$ cat config.mk
export PLATFORM = sky130hd
export DESIGN_NAME = isolated_switch_enable_control
export DESIGN_NICKNAME = d
export VERILOG_FILES = /design/src/switch_ctrl_pkg.sv /design/src/isolated_switch_enable_control.sv /design/src/pulse_timer.sv /design/src/supply_monitor.sv
export SDC_FILE = /design/constraint.sdc
export NUM_CORES = 1
export LEC_CHECK = 0
export ABC_AREA = 1
export BUFFER_PORTS_ARGS = -buffer_cell sky130_fd_sc_hd__clkbuf_2
export CAP_MARGIN = 20
export CORE_UTILIZATION = 55
export CTS_BUF_LIST = sky130_fd_sc_hd__clkbuf_16
export CTS_CLUSTER_SIZE = 28
export DETAILED_ROUTE_END_ITERATION = 16
export HOLD_SLACK_MARGIN = 0.02
export PLACE_DENSITY = 0.86
export SETUP_SLACK_MARGIN = 0.4
export SYNTH_ARGS = -nofsm -noshare
export SYNTH_HDL_FRONTEND = slang
export SYNTH_SLANG_ARGS = --single-unit
$ cat constraint.sdc
create_clock -name clock -period 3.4 [get_ports clock]
set_input_delay 0.34 -clock clock [delete_from_list [all_inputs] [get_ports clock]]
set_output_delay 0.34 -clock clock [all_outputs]
set_load 0.05 [all_outputs]
$ cat src/switch_ctrl_pkg.sv
package switch_ctrl_pkg;

  // system clock
  localparam int CLOCK_PERIOD_NS = 5;

  // two-wire burst on-time, least time so rounded up
  localparam int BURST_ON_NS     = 3300;
  localparam int BURST_ON_CYCLES = (BURST_ON_NS + CLOCK_PERIOD_NS - 1) / CLOCK_PERIOD_NS;

  // shared timer width
  localparam int TIMER_W = 16;

  // power level coding
  localparam int              LEVEL_W        = 3;
  localparam int              LEVEL_COUNT    = 7;
  localparam logic [2:0]      LEVEL_DEFAULT  = 3'h0;
  localparam logic [2:0]      LEVEL_MAX_CODE = 3'h6;

  // three-wire duty: level n gives 2*(n+1)/15 of the period
  localparam int DUTY_STEPS     = 15;
  localparam int DUTY_PER_LEVEL = 2;

  // enable input current limit per level, microamps
  localparam int LIMIT_UA_W = 13;
  localparam logic [6:0][12:0] ENABLE_LIMIT_UA = {
    13'h1a2c, 13'h1770, 13'h1450, 13'h1194, 13'h0e74, 13'h0af0, 13'h076c
  };
  localparam logic [12:0] LIMIT_UA_RESET = 13'h076c;

  // two-wire sequencing states
  typedef enum logic [3:0] {
    TW_OFF    = 4'b0001,
    TW_CHARGE = 4'b0010,
    TW_BURST  = 4'b0100,
    TW_RUN    = 4'b1000
  } two_wire_e;

endpackage

$ cat src/isolated_switch_enable_control.sv
`timescale 1ns/1ps
// Contract
// two-wire enable current bounded by selected level
// seven codes map 1.9 to 6.7 mA
// level latched at power-up, held until repower
// two-wire burst waits for primary upper threshold
// each two-wire burst lasts 3.3 us
// bursts repeat hysteretically until high rail charged
// two-wire gate high after rail charged, follows enable
// enable fall sends deassert, gate goes low
// controller raises enable to start, lowers to stop
// gate low while either supply locked out
// gate high only with both supplies up
// lockout uses separate rising and falling thresholds
// secondary monitor ignores brief switching droop
// thermal trip stops transfer, forces gate low
// transfer stays off until temperature clears
// standard variant gate equals enable
// one-shot variant pulses gate on enable rise
// one-shot rearms only after enable seen low
// secondary times out gate without primary commands
// three-wire transfers continuously, duty by level
// thresholds arrive as synchronous status inputs
// one-shot width is a parameter
module isolated_switch_enable_control #(
  parameter int ONESHOT_NS   = 1000,
  parameter int WATCHDOG_NS  = 2000,
  parameter int PERIOD_3W_NS = 3750,
  parameter int DROOP_NS     = 500
) (
  input  wire logic        clock,
  input  wire logic        sys_rst,
  input  wire logic        enableIn,
  input  wire logic        threeWireMode,
  input  wire logic        oneShotVariant,
  input  wire logic [2:0]  levelSelectCode,
  input  wire logic        primaryAboveRise,
  input  wire logic        primaryBelowFall,
  input  wire logic        primaryUpperReached,
  input  wire logic        highRailAboveRise,
  input  wire logic        highRailBelowFall,
  input  wire logic        highRailCharged,
  input  wire logic        overTemp,
  output logic             gateDriveOut,
  output logic             powerTransferOn,
  output logic             deassertCmd,
  output logic [2:0]       powerLevel,
  output logic [12:0]      enableLimitMicroamp,
  output logic             levelLatched,
  output logic             primaryPowered,
  output logic             secondaryPowered,
  output logic             thermalShutdown,
  output logic             keepOffActive
);

  localparam int CLK_NS = switch_ctrl_pkg::CLOCK_PERIOD_NS;
  localparam int TW     = switch_ctrl_pkg::TIMER_W;

  // longest times round down, least times round up, never below one cycle
  localparam int ONESHOT_RAW  = ONESHOT_NS / CLK_NS;
  localparam int ONESHOT_CYC  = (ONESHOT_RAW < 1) ? 1 : ONESHOT_RAW;
  localparam int WATCHDOG_RAW = (WATCHDOG_NS + CLK_NS - 1) / CLK_NS;
  localparam int WATCHDOG_CYC = (WATCHDOG_RAW < 1) ? 1 : WATCHDOG_RAW;
  localparam int PERIOD_RAW   = PERIOD_3W_NS / CLK_NS;
  localparam int PERIOD_CYC   = (PERIOD_RAW < 1) ? 1 : PERIOD_RAW;
  localparam int DROOP_RAW    = DROOP_NS / CLK_NS;
  localparam int DROOP_CYC    = (DROOP_RAW < 1) ? 1 : DROOP_RAW;
  localparam int STEP_CYC     = PERIOD_CYC * switch_ctrl_pkg::DUTY_PER_LEVEL
                                / switch_ctrl_pkg::DUTY_STEPS;

  typedef struct packed {
    switch_ctrl_pkg::two_wire_e twState;
    logic                       enablePrev;
    logic                       oneShotArmed;
    logic                       levelValid;
    logic [2:0]                 level;
    logic [12:0]                limitUa;
    logic [TW-1:0]              periodCount;
    logic [TW-1:0]              watchdogCount;
    logic                       keepOff;
    logic                       thermal;
    logic                       gate;
    logic                       transfer;
    logic                       deassert;
    logic                       railReady;
  } ctrl_s;

  ctrl_s state_q;
  ctrl_s state_d;

  logic primaryOk;
  logic highOk;
  logic burstBusy;
  logic burstDone;
  logic oneShotBusy;
  logic burstStart;
  logic oneShotStart;
  logic enableRise;
  logic enableFall;
  logic twActive;

  // primary monitor, hysteresis only
  supply_monitor #(
    .DROOP_CYCLES (1)
  ) primaryMon (
    .clock     (clock),
    .sys_rst   (sys_rst),
    .aboveRise (primaryAboveRise),
    .belowFall (primaryBelowFall),
    .poweredUp (primaryOk)
  );

  // secondary monitor filters switching droop
  supply_monitor #(
    .DROOP_CYCLES (DROOP_CYC)
  ) highRailMon (
    .clock     (clock),
    .sys_rst   (sys_rst),
    .aboveRise (highRailAboveRise),
    .belowFall (highRailBelowFall),
    .poweredUp (highOk)
  );

  // fixed two-wire burst on-time
  pulse_timer #(
    .WIDTH (TW)
  ) burstTimer (
    .clock   (clock),
    .sys_rst (sys_rst),
    .start   (burstStart),
    .length  (TW'(switch_ctrl_pkg::BURST_ON_CYCLES)),
    .busy    (burstBusy),
    .done    (burstDone)
  );

  // one-shot gate pulse width
  pulse_timer #(
    .WIDTH (TW)
  ) oneShotTimer (
    .clock   (clock),
    .sys_rst (sys_rst),
    .start   (oneShotStart),
    .length  (TW'(ONESHOT_CYC)),
    .busy    (oneShotBusy),
    .done    ()
  );

  // enable edges on the internal clock
  assign enableRise = enableIn && !state_q.enablePrev;
  assign enableFall = !enableIn && state_q.enablePrev;
  assign twActive   = !threeWireMode;

  // two-wire burst launch once primary reaches upper threshold
  assign burstStart = twActive && (state_q.twState == switch_ctrl_pkg::TW_CHARGE)
                      && primaryUpperReached && enableIn && !state_q.thermal;

  // one-shot only in three-wire, rearmed by a low enable
  assign oneShotStart = threeWireMode && oneShotVariant && enableRise
                        && state_q.oneShotArmed;

  always_comb begin
    logic          suppliesUp;
    logic          gateWant;
    logic [TW-1:0] onCycles;
    suppliesUp = 1'b0;
    gateWant   = 1'b0;
    onCycles   = '0;
    state_d    = state_q;

    state_d.enablePrev = enableIn;

    // thermal indication held off until it clears
    state_d.thermal = overTemp;

    // level sampled once per primary power cycle
    if (!primaryOk) begin
      state_d.levelValid = 1'b0;
    end else if (!state_q.levelValid) begin
      state_d.levelValid = 1'b1;
      if (levelSelectCode > switch_ctrl_pkg::LEVEL_MAX_CODE) begin
        state_d.level = switch_ctrl_pkg::LEVEL_DEFAULT;
      end else begin
        state_d.level = levelSelectCode;
      end
    end
    state_d.limitUa = switch_ctrl_pkg::ENABLE_LIMIT_UA[state_d.level];

    // one-shot rearm tracking
    if (!enableIn) begin
      state_d.oneShotArmed = 1'b1;
    end else if (oneShotStart) begin
      state_d.oneShotArmed = 1'b0;
    end

    // two-wire sequencing, controller supplies power through enable
    case (state_q.twState)
      switch_ctrl_pkg::TW_OFF: begin
        if (twActive && enableIn && !state_q.thermal) begin
          state_d.twState = switch_ctrl_pkg::TW_CHARGE;
        end
      end
      switch_ctrl_pkg::TW_CHARGE: begin
        if (!twActive || !enableIn || state_q.thermal) begin
          state_d.twState = switch_ctrl_pkg::TW_OFF;
        end else if (burstStart) begin
          state_d.twState = switch_ctrl_pkg::TW_BURST;
        end
      end
      switch_ctrl_pkg::TW_BURST: begin
        if (!twActive || !enableIn || state_q.thermal) begin
          state_d.twState = switch_ctrl_pkg::TW_OFF;
        end else if (burstDone) begin
          if (highRailCharged && highOk) begin
            state_d.twState = switch_ctrl_pkg::TW_RUN;
          end else begin
            state_d.twState = switch_ctrl_pkg::TW_CHARGE;
          end
        end
      end
      switch_ctrl_pkg::TW_RUN: begin
        if (!twActive || !enableIn || state_q.thermal) begin
          state_d.twState = switch_ctrl_pkg::TW_OFF;
        end else if (!highRailCharged) begin
          state_d.twState = switch_ctrl_pkg::TW_CHARGE;
        end
      end
      default: begin
        state_d.twState = switch_ctrl_pkg::TW_OFF;
      end
    endcase

    // rail-ready latch keeps gate through recharge bursts
    if (state_d.twState == switch_ctrl_pkg::TW_RUN) begin
      state_d.railReady = 1'b1;
    end else if (state_d.twState == switch_ctrl_pkg::TW_OFF) begin
      state_d.railReady = 1'b0;
    end

    // three-wire fixed period, on-time from latched level
    onCycles = TW'(STEP_CYC * (int'(state_q.level) + 1));
    if (threeWireMode && primaryOk && !state_q.thermal) begin
      if (state_q.periodCount >= TW'(PERIOD_CYC - 1)) begin
        state_d.periodCount = '0;
      end else begin
        state_d.periodCount = state_q.periodCount + TW'(1);
      end
    end else begin
      state_d.periodCount = '0;
    end

    // transfer indication
    if (state_q.thermal) begin
      state_d.transfer = 1'b0;
    end else if (threeWireMode) begin
      state_d.transfer = primaryOk && (state_q.periodCount < onCycles);
    end else begin
      state_d.transfer = burstBusy && enableIn;
    end

    // secondary watchdog: no primary commands arrive without primary power
    if (primaryOk) begin
      state_d.watchdogCount = '0;
      state_d.keepOff       = 1'b0;
    end else if (highOk && !state_q.keepOff) begin
      if (state_q.watchdogCount >= TW'(WATCHDOG_CYC - 1)) begin
        state_d.keepOff = 1'b1;
      end else begin
        state_d.watchdogCount = state_q.watchdogCount + TW'(1);
      end
    end

    // gate decision
    suppliesUp = primaryOk && highOk && !state_q.thermal && !state_q.keepOff;
    if (!threeWireMode) begin
      gateWant = enableIn && state_q.railReady;
    end else if (oneShotVariant) begin
      gateWant = oneShotBusy;
    end else begin
      gateWant = enableIn;
    end
    state_d.gate = suppliesUp && gateWant;

    // two-wire only: deassert command on enable fall while gate was driven
    state_d.deassert = twActive && enableFall && state_q.gate;
  end

  always_ff @(posedge clock or posedge sys_rst) begin
    if (sys_rst) begin
      state_q              <= '0;
      state_q.twState      <= switch_ctrl_pkg::TW_OFF;
      state_q.level        <= switch_ctrl_pkg::LEVEL_DEFAULT;
      state_q.limitUa      <= switch_ctrl_pkg::LIMIT_UA_RESET;
      state_q.oneShotArmed <= 1'b1;
    end else begin
      state_q <= state_d;
    end
  end

  assign gateDriveOut        = state_q.gate;
  assign powerTransferOn     = state_q.transfer;
  assign deassertCmd         = state_q.deassert;
  assign powerLevel          = state_q.level;
  assign enableLimitMicroamp = state_q.limitUa;
  assign levelLatched        = state_q.levelValid;
  assign primaryPowered      = primaryOk;
  assign secondaryPowered    = highOk;
  assign thermalShutdown     = state_q.thermal;
  assign keepOffActive       = state_q.keepOff;

endmodule

$ cat src/pulse_timer.sv
`timescale 1ns/1ps
module pulse_timer #(
  parameter int WIDTH = 16
) (
  input  wire logic             clock,
  input  wire logic             sys_rst,
  input  wire logic             start,
  input  wire logic [WIDTH-1:0] length,
  output logic                  busy,
  output logic                  done
);

  typedef struct packed {
    logic [WIDTH-1:0] count;
    logic             busy;
    logic             done;
  } timer_s;

  timer_s state_q;
  timer_s state_d;

  // counts length cycles from a start while idle
  always_comb begin
    state_d      = state_q;
    state_d.done = 1'b0;
    if (state_q.busy) begin
      if (state_q.count <= WIDTH'(1)) begin
        state_d.busy  = 1'b0;
        state_d.done  = 1'b1;
        state_d.count = '0;
      end else begin
        state_d.count = state_q.count - WIDTH'(1);
      end
    end else if (start) begin
      state_d.busy  = 1'b1;
      state_d.count = length;
    end
  end

  always_ff @(posedge clock or posedge sys_rst) begin
    if (sys_rst) begin
      state_q <= '0;
    end else begin
      state_q <= state_d;
    end
  end

  assign busy = state_q.busy;
  assign done = state_q.done;

endmodule

$ cat src/supply_monitor.sv
`timescale 1ns/1ps
module supply_monitor #(
  parameter int DROOP_CYCLES = 1
) (
  input  wire logic clock,
  input  wire logic sys_rst,
  input  wire logic aboveRise,
  input  wire logic belowFall,
  output logic      poweredUp
);

  typedef struct packed {
    logic [15:0] droopCount;
    logic        powered;
  } monitor_s;

  monitor_s state_q;
  monitor_s state_d;

  // enter on rising threshold, leave on falling threshold held long enough
  always_comb begin
    state_d = state_q;
    if (!state_q.powered) begin
      state_d.droopCount = '0;
      if (aboveRise) begin
        state_d.powered = 1'b1;
      end
    end else if (belowFall) begin
      if (state_q.droopCount >= 16'(DROOP_CYCLES - 1)) begin
        state_d.powered    = 1'b0;
        state_d.droopCount = '0;
      end else begin
        state_d.droopCount = state_q.droopCount + 16'h0001;
      end
    end else begin
      state_d.droopCount = '0;
    end
  end

  always_ff @(posedge clock or posedge sys_rst) begin
    if (sys_rst) begin
      state_q <= '0;
    end else begin
      state_q <= state_d;
    end
  end

  assign poweredUp = state_q.powered;

endmodule

=== Yosys cells after proc, flatten, opt, wreduce, memory -nomap -nowiden ===
Memories as Yosys holds them, arrays and structs flattened. A register that Yosys moved wholly into a read port is not among the register bits.
Cells that the tools add are included.

* Add/subtract/negate cells: 7
* Multiplexer cells: 48
* $lt $le $gt $ge: 8
* Reduce and logical (&&, ||, !) cells: 38
* Multiply operators: 1
* Equal/unequal tests: 8

{| class="wikitable"
|+ Operators by type and width
! kind !! number
|-
| 2-to-1 mux 16 bit || 9
|-
| 2-to-1 mux 17 bit || 8
|-
| adder 16 x 1 -> 16 bit, second input constant || 4
|-
| less-or-equal comparator 16 x 1 -> 1 bit, second input constant || 2
|-
| 2-to-1 mux 4 bit || 8
|-
| subtractor 16 x 1 -> 16 bit, second input constant || 2
|-
| logical AND 1 bit || 24
|-
| 2-to-1 mux 1 bit || 17
|-
| >= comparator 16 x 1 -> 1 bit, second input constant || 1
|-
| >= comparator 16 x 10 -> 1 bit, second input constant || 1
|-
| >= comparator 16 x 7 -> 1 bit, second input constant || 1
|-
| >= comparator 16 x 9 -> 1 bit, second input constant || 1
|-
| less-than comparator 16 x 11 -> 1 bit || 1
|-
| one-hot mux 4 bit (4 select lines) || 1
|-
| nonzero test 2 bit || 5
|-
| multiplier 5 x 4 -> 9 bit, first input constant || 1
|-
| 2-to-1 mux 3 bit || 3
|-
| equality test 4 x 1 -> 1 bit, second input constant || 2
|-
| equality test 4 bit, second input constant || 2
|-
| zero test 1 bit || 5
|-
| adder 3 x 1 -> 4 bit, second input constant || 1
|-
| equality test 4 x 2 -> 1 bit, second input constant || 1
|-
| equality test 4 x 3 -> 1 bit, second input constant || 1
|-
| 2-to-1 mux 2 bit || 2
|-
| 4 further kinds || 7
|}

* Memories kept: 1
* Logic and storage cells: 133
* Memory bits (read-only): 104
* Input bits: 15
* Bits in registers: 117
* Output and inout port bits: 24

{| class="wikitable"
|+ Memories
! memory !! depth !! width !! read ports !! clocked after memory_dff !! wr ports !! line !! text
|-
| (no name shown) || 8 || 13 || 1 || 1 || 0 || isolated_switch_enable_control.sv:186 || <nowiki>state_d.limitUa = switch_ctrl_pkg::ENABLE_LIMIT_UA[state_d.level];</nowiki>
|}

=== Depth between registers and ports, before layout ===
* Depth in word-level cells: 11
* Gate-level depth with buffers: 14

=== Hierarchy ===
A second synthesis with hierarchy kept.

* Cells, all modules: 758
* Area, all modules: 6,266.0 µm²

{| class="wikitable"
|+ By module, submodules not included
! module !! instances !! cells each !! area each (µm²)
|-
| isolated_switch_enable_control || 1 || 354 || 3,101.7
|-
| pulse_timer || 2 || 170 || 1,233.7
|-
| supply_monitor (highRailMon) || 1 || 57 || 649.4
|-
| supply_monitor (primaryMon) || 1 || 7 || 47.5
|}

=== Worst setup path before layout ===
OpenSTA, ideal clock, no wires.

* Kind: register to register
* Start: reg state_q (netlist bit powerLevel[0])
* End: reg state_q (netlist bit powerTransferOn)
* Path buffers: 0
* Arrival time: 2,271 ps
* Stages on the path, launching flop included: 15
* Path slack: 1,064 ps
* Library setup time: 65 ps
* Cells stage by stage: dfrtp_1 ha_1 xor2_1 inv_1 ha_1 inv_1 ha_1 nand2_1 xor2_1 ha_1 nand2_1 inv_1 nor3_1 nand2_1 nand2_1

{| class="wikitable"
|+ RTL lines
! item !! line !! text
|-
| start, declared || isolated_switch_enable_control.sv:88 || <nowiki>ctrl_s state_q;</nowiki>
|-
| start signal, assigned || isolated_switch_enable_control.sv:295 || <nowiki>state_q <= state_d;</nowiki>
|}

==> impl_summary.md <==
Placement
The half-perimeter wire length of the detailed placement result is 8330 um. The cell count after placement is between 900 and 1k. The worst slack after detailed placement is about 840 ps. Routability-driven placement finished with a final weighted congestion of 0.873.

In this run the tool buffered the top-level ports with 36 buffer cells.

STA
The worst setup slack after layout is between 700 and 800 ps. The transition time at the pin with the least slew margin is a little over 900 ps. Between clock sinks in the finished design, the worst skew comes to roughly 7.8 ps. Setup repair after global routing left no endpoint under its margin. The headroom to the max-slew limit is 0.386. The final-report setup violation count is 0. The final hold violation count came to 0. The highest attainable clock frequency is approximately 380 MHz.

The total negative setup slack is 0 ps. Hold is met by ~100 ps. The max-slew violation count is 0. The post-route clock period utilization is 0.779. The shortest clock period the worst path allows after layout is about 2600 ps.

Yosys
In the post-synthesis netlist, the biggest area contributors are sky130_fd_sc_hd__dfrtp_1, sky130_fd_sc_hd__nand2_1, sky130_fd_sc_hd__nor2_1. Summed over all instances, the cell type with the most area after synthesis is sky130_fd_sc_hd__dfrtp_1. Counting flops with an async set or reset pin after synthesis yields a share of 1.00. Counting flops with a built-in enable in the synthesized netlist gives 0. The average size of a mapped cell is between 7 and 8 sq um. The post-synthesis cell area is 6080 sq um. Among all flip-flop cells after synthesis, the most frequent one is sky130_fd_sc_hd__dfrtp_1. The portion of the post-synthesis area used by sequential elements is 0.458.

For this run, the number of Yosys warnings is 0. The register bit count reported by yosys is about 110. The netlist uses 39 different library cells. The area share of the largest cell type after synthesis is 0.424. In the synthesized netlist, the number of instances is just under 800.

Global route
Entering global routing, the biggest net connects between 40 and 50 pins. The via count of the first global-routing pass is between 4k and 5k. Global routing finished with a remaining overflow of 0.

The wire length of the first global-routing pass is about 20,000 um. The total routing usage reported by global routing is 0.226. The number of antenna violations at the first check in global routing is 0.

Setup path
Walking the worst path, the cells encountered are ha_1 -> xor2_1 -> inv_1 -> ha_1 -> inv_1 -> ha_1 -> xor2_1 -> xor2_1 -> ha_1 -> nand2_1 -> inv_1 -> nor3_1 -> nand2_1 -> nand2_1. STA classifies the critical path endpoint as a flip-flop. In this design, the stage delay of the slowest critical-path cell is about 450 ps. The most numerous cell type found on the critical path is sky130_fd_sc_hd__ha_1. The worst setup path category is flip-flop to flip-flop. The critical-path maximum fanout is 6. The critical path arrival is ~3000 ps. The startpoint type of the worst setup path is a flip-flop. At the worst endpoint, the required time is roughly 3700 ps. The slowest cell on the critical path is sky130_fd_sc_hd__dfrtp_1.

Drt
The mean number of vias per cell is roughly 5. The number of iterations in the first detailed-routing pass is 5. Once detail routing completed, the nets flagged for antenna violations numbered 0. The iteration-0 DRC count of the detailed router is between 300 and 400. In the routed design, unresolved DRC markers number 0. For this block, the via count after detailed routing is ~4.8k. In the final routed layout, each cell accounts on average for about 12 um. Summed over all layers, the routed wires come to roughly 12,000 um.

Clock tree
CTS built an H-tree with a depth of 3. Clock-pin slew was measured on the worst setup and hold paths at around 80 ps. The clock root buffer is sky130_fd_sc_hd__clkbuf_16.

The post-CTS repair timing setup buffer count is 0. No sink is reached through more buffers than the 2 on the longest clock path. The tree built by TritonCTS fans out to about 110 sinks. The clock latency of the later-clocked register in the worst-skew pair is between 300 and 400 ps. The total of hold buffers inserted after clock tree synthesis is 0. Clock tree synthesis inserted a total of 9 buffers. The number of gates resized after CTS is 0.

The clock tree from TritonCTS is done.

Floorplanning
The die area is roughly 11,000 sq um. Row generation in the floorplan step produced 38 rows. The die is 107 um tall. In this run the horizontal extent of the chip is 107 um. The boundary pin count is 39. The core region is between 10,000 and 15,000 sq um. The effective utilization at floorplan is 0.564.

Flow run
Max-cap violations in this run came to 0.

Power and ir drop
In this run the power density over the cells is between 600 and 700 nW/um^2. The leakage power is 3.46 nW. VDD sags by at most between 0.0005 and 0.0006 V.

Layout
The antenna diode instance count is 0. In the final layout, the share of cells above drive strength 1 is 0.112. The number of nets in the layout is between 800 and 900. The filler-free cell count of the finished design is 960.

The area growth from synthesis to final layout is 9.01%.

Outcome
The run finished with clean final reports.

Min path
The class of the tightest hold or removal check is input pin to flip-flop.
==> cells by family after synthesis <==
| logic type | synth area share |
|---|---|
| AOI/OAI and AO/OA | 0.0426 |
| xor gates and xnor gates | 0.0446 |
| adders and majority gates | 0.0576 |
| buffers and inverters | 0.0946 |
| DFF | 0.458 |
| other | 0.000616 |
| and+or+nand+nor | 0.302 |
==> worst paths after layout <==
| check | startpoint | cells after the start | slack [ps] | endpoint |
|---|---|---|---|---|
| setup / recovery | powerLevel[0] | 14 | 750 | powerTransferOn |
| hold / removal | overTemp | 1 | 100 | thermalShutdown |
| setup reg to reg | powerLevel[0] | 14 | 750 | powerTransferOn |
| hold reg to reg | highRailMon.state_q[1] | 1 | 500 | highRailMon.state_q[1] |
| max in group asynchronous | sys_rst | 3 | 2370 | state_q[57] |
| min in group asynchronous | sys_rst | 2 | 150 | oneShotTimer.state_q[13] |
==> area by class of cell <==
| cell class | instances | area [sq um] |
|---|---|---|
| Fill cell | 909 | 4160 |
| Sequential cell | 111 | 2790 |
| Multi-Input combinational cell | 557 | 2780 |
| Inverter | 97 | 370 |
| Clock buffer | 9 | 225 |
| Timing Repair Buffer | 39 | 203 |
| Tap cell | 140 | 175 |
| Clock inverter | 7 | 86.3 |
==> flip-flops by register name, summed over array words and instances, names as in the netlist, 3 cells and up <==
| register | flops |
|---|---|
| highRailMon.state_q | 16 |
| enableLimitMicroamp | 10 |
| oneShotTimer.state_q | 16 |
| state_q | 39 |
| powerLevel | 3 |
| burstTimer.state_q | 16 |
==> metrics by stage <==
| stage | total power [W] | util | cell area, sq um |
|---|---|---|---|
| after global routing | 0.00429 | 0.614 | 6630 |
| after floorplan | 0.00281 | - | 6150 |
| after detailed placement | 0.00296 | 0.586 | 6320 |
| after global placement | 0.00290 | 0.586 | 6320 |
| final | 0.00404 | 0.614 | 6630 |
| after CTS | 0.00406 | 0.614 | 6630 |
==> routing by layer <==
metal | global-route usage | up-vias | wire length [um]
met5 | 0 | - | 0
met3 | 0.0584 | 16 | 584
li1 | - | 2443 | -
met1 | 0.283 | 2251 | 5190
met2 | 0.381 | 89 | 5720
met4 | 0.0744 | 0 | 166
==> synthesized netlist by cell type (2+ instances only) <==
master	n
sky130_fd_sc_hd__nand3_2	2
sky130_fd_sc_hd__nor2_1	114
sky130_fd_sc_hd__xor2_1	23
sky130_fd_sc_hd__nand3b_1	2
sky130_fd_sc_hd__buf_2	3
sky130_fd_sc_hd__nand2_1	221
sky130_fd_sc_hd__o21ai_0	15
sky130_fd_sc_hd__ha_1	28
sky130_fd_sc_hd__or2_2	4
sky130_fd_sc_hd__o22ai_1	2
sky130_fd_sc_hd__nor3b_1	2
sky130_fd_sc_hd__nand3_1	60
sky130_fd_sc_hd__o21ai_1	2
sky130_fd_sc_hd__xnor2_1	8
sky130_fd_sc_hd__a21oi_1	15
sky130_fd_sc_hd__nand4_1	6
sky130_fd_sc_hd__o21bai_1	5
sky130_fd_sc_hd__nor2_2	7
sky130_fd_sc_hd__inv_1	95
sky130_fd_sc_hd__nand2_2	5
sky130_fd_sc_hd__o21ai_2	3
sky130_fd_sc_hd__dfstp_2	8
sky130_fd_sc_hd__buf_4	17
sky130_fd_sc_hd__nor3_1	7
sky130_fd_sc_hd__clkbuf_1	2
sky130_fd_sc_hd__dfrtp_1	103
sky130_fd_sc_hd__buf_6	4
==> worst max-delay path: cells and delay by family, from the launching register on <==
family,cells,cell delay [ps]
AND/OR/NAND/NOR,4,360
flip-flops,1,450
buffers and inverters,3,190
XOR/XNOR,3,600
adder cells (fa/ha/maj),4,1000
==> cell usage in the layout (no fill, tap or decap), types with 2 or more instances in the layout <==
cell type	n
sky130_fd_sc_hd__o21bai_1	5
sky130_fd_sc_hd__o22ai_1	2
sky130_fd_sc_hd__clkbuf_2	36
sky130_fd_sc_hd__inv_6	3
sky130_fd_sc_hd__nand3_1	60
sky130_fd_sc_hd__dfstp_2	8
sky130_fd_sc_hd__a21oi_1	15
sky130_fd_sc_hd__nand4_1	6
sky130_fd_sc_hd__nand3_2	2
sky130_fd_sc_hd__o21ai_0	15
sky130_fd_sc_hd__nor3b_1	2
sky130_fd_sc_hd__nor2_1	114
sky130_fd_sc_hd__o21ai_2	3
sky130_fd_sc_hd__nand2_1	221
sky130_fd_sc_hd__ha_1	28
sky130_fd_sc_hd__or2_2	4
sky130_fd_sc_hd__xnor2_1	8
sky130_fd_sc_hd__buf_4	3
sky130_fd_sc_hd__conb_1	18
sky130_fd_sc_hd__dfrtp_1	103
sky130_fd_sc_hd__nor3_1	7
sky130_fd_sc_hd__nand2_2	5
sky130_fd_sc_hd__clkbuf_16	9
sky130_fd_sc_hd__xor2_1	23
sky130_fd_sc_hd__nor2_2	7
sky130_fd_sc_hd__o21ai_1	2
sky130_fd_sc_hd__inv_1	94
sky130_fd_sc_hd__nand3b_1	2
sky130_fd_sc_hd__clkinv_8	3
==> power breakdown <==
part	internal [W]	total [W]	switching (W)
clock	0.000530	0.00108	0.000551
combinational	0.000380	0.00123	0.000847
sequential	0.00154	0.00173	0.000194
total	0.00245	0.00404	0.00159
Note: power is estimated with default switching activity, not from simulation.
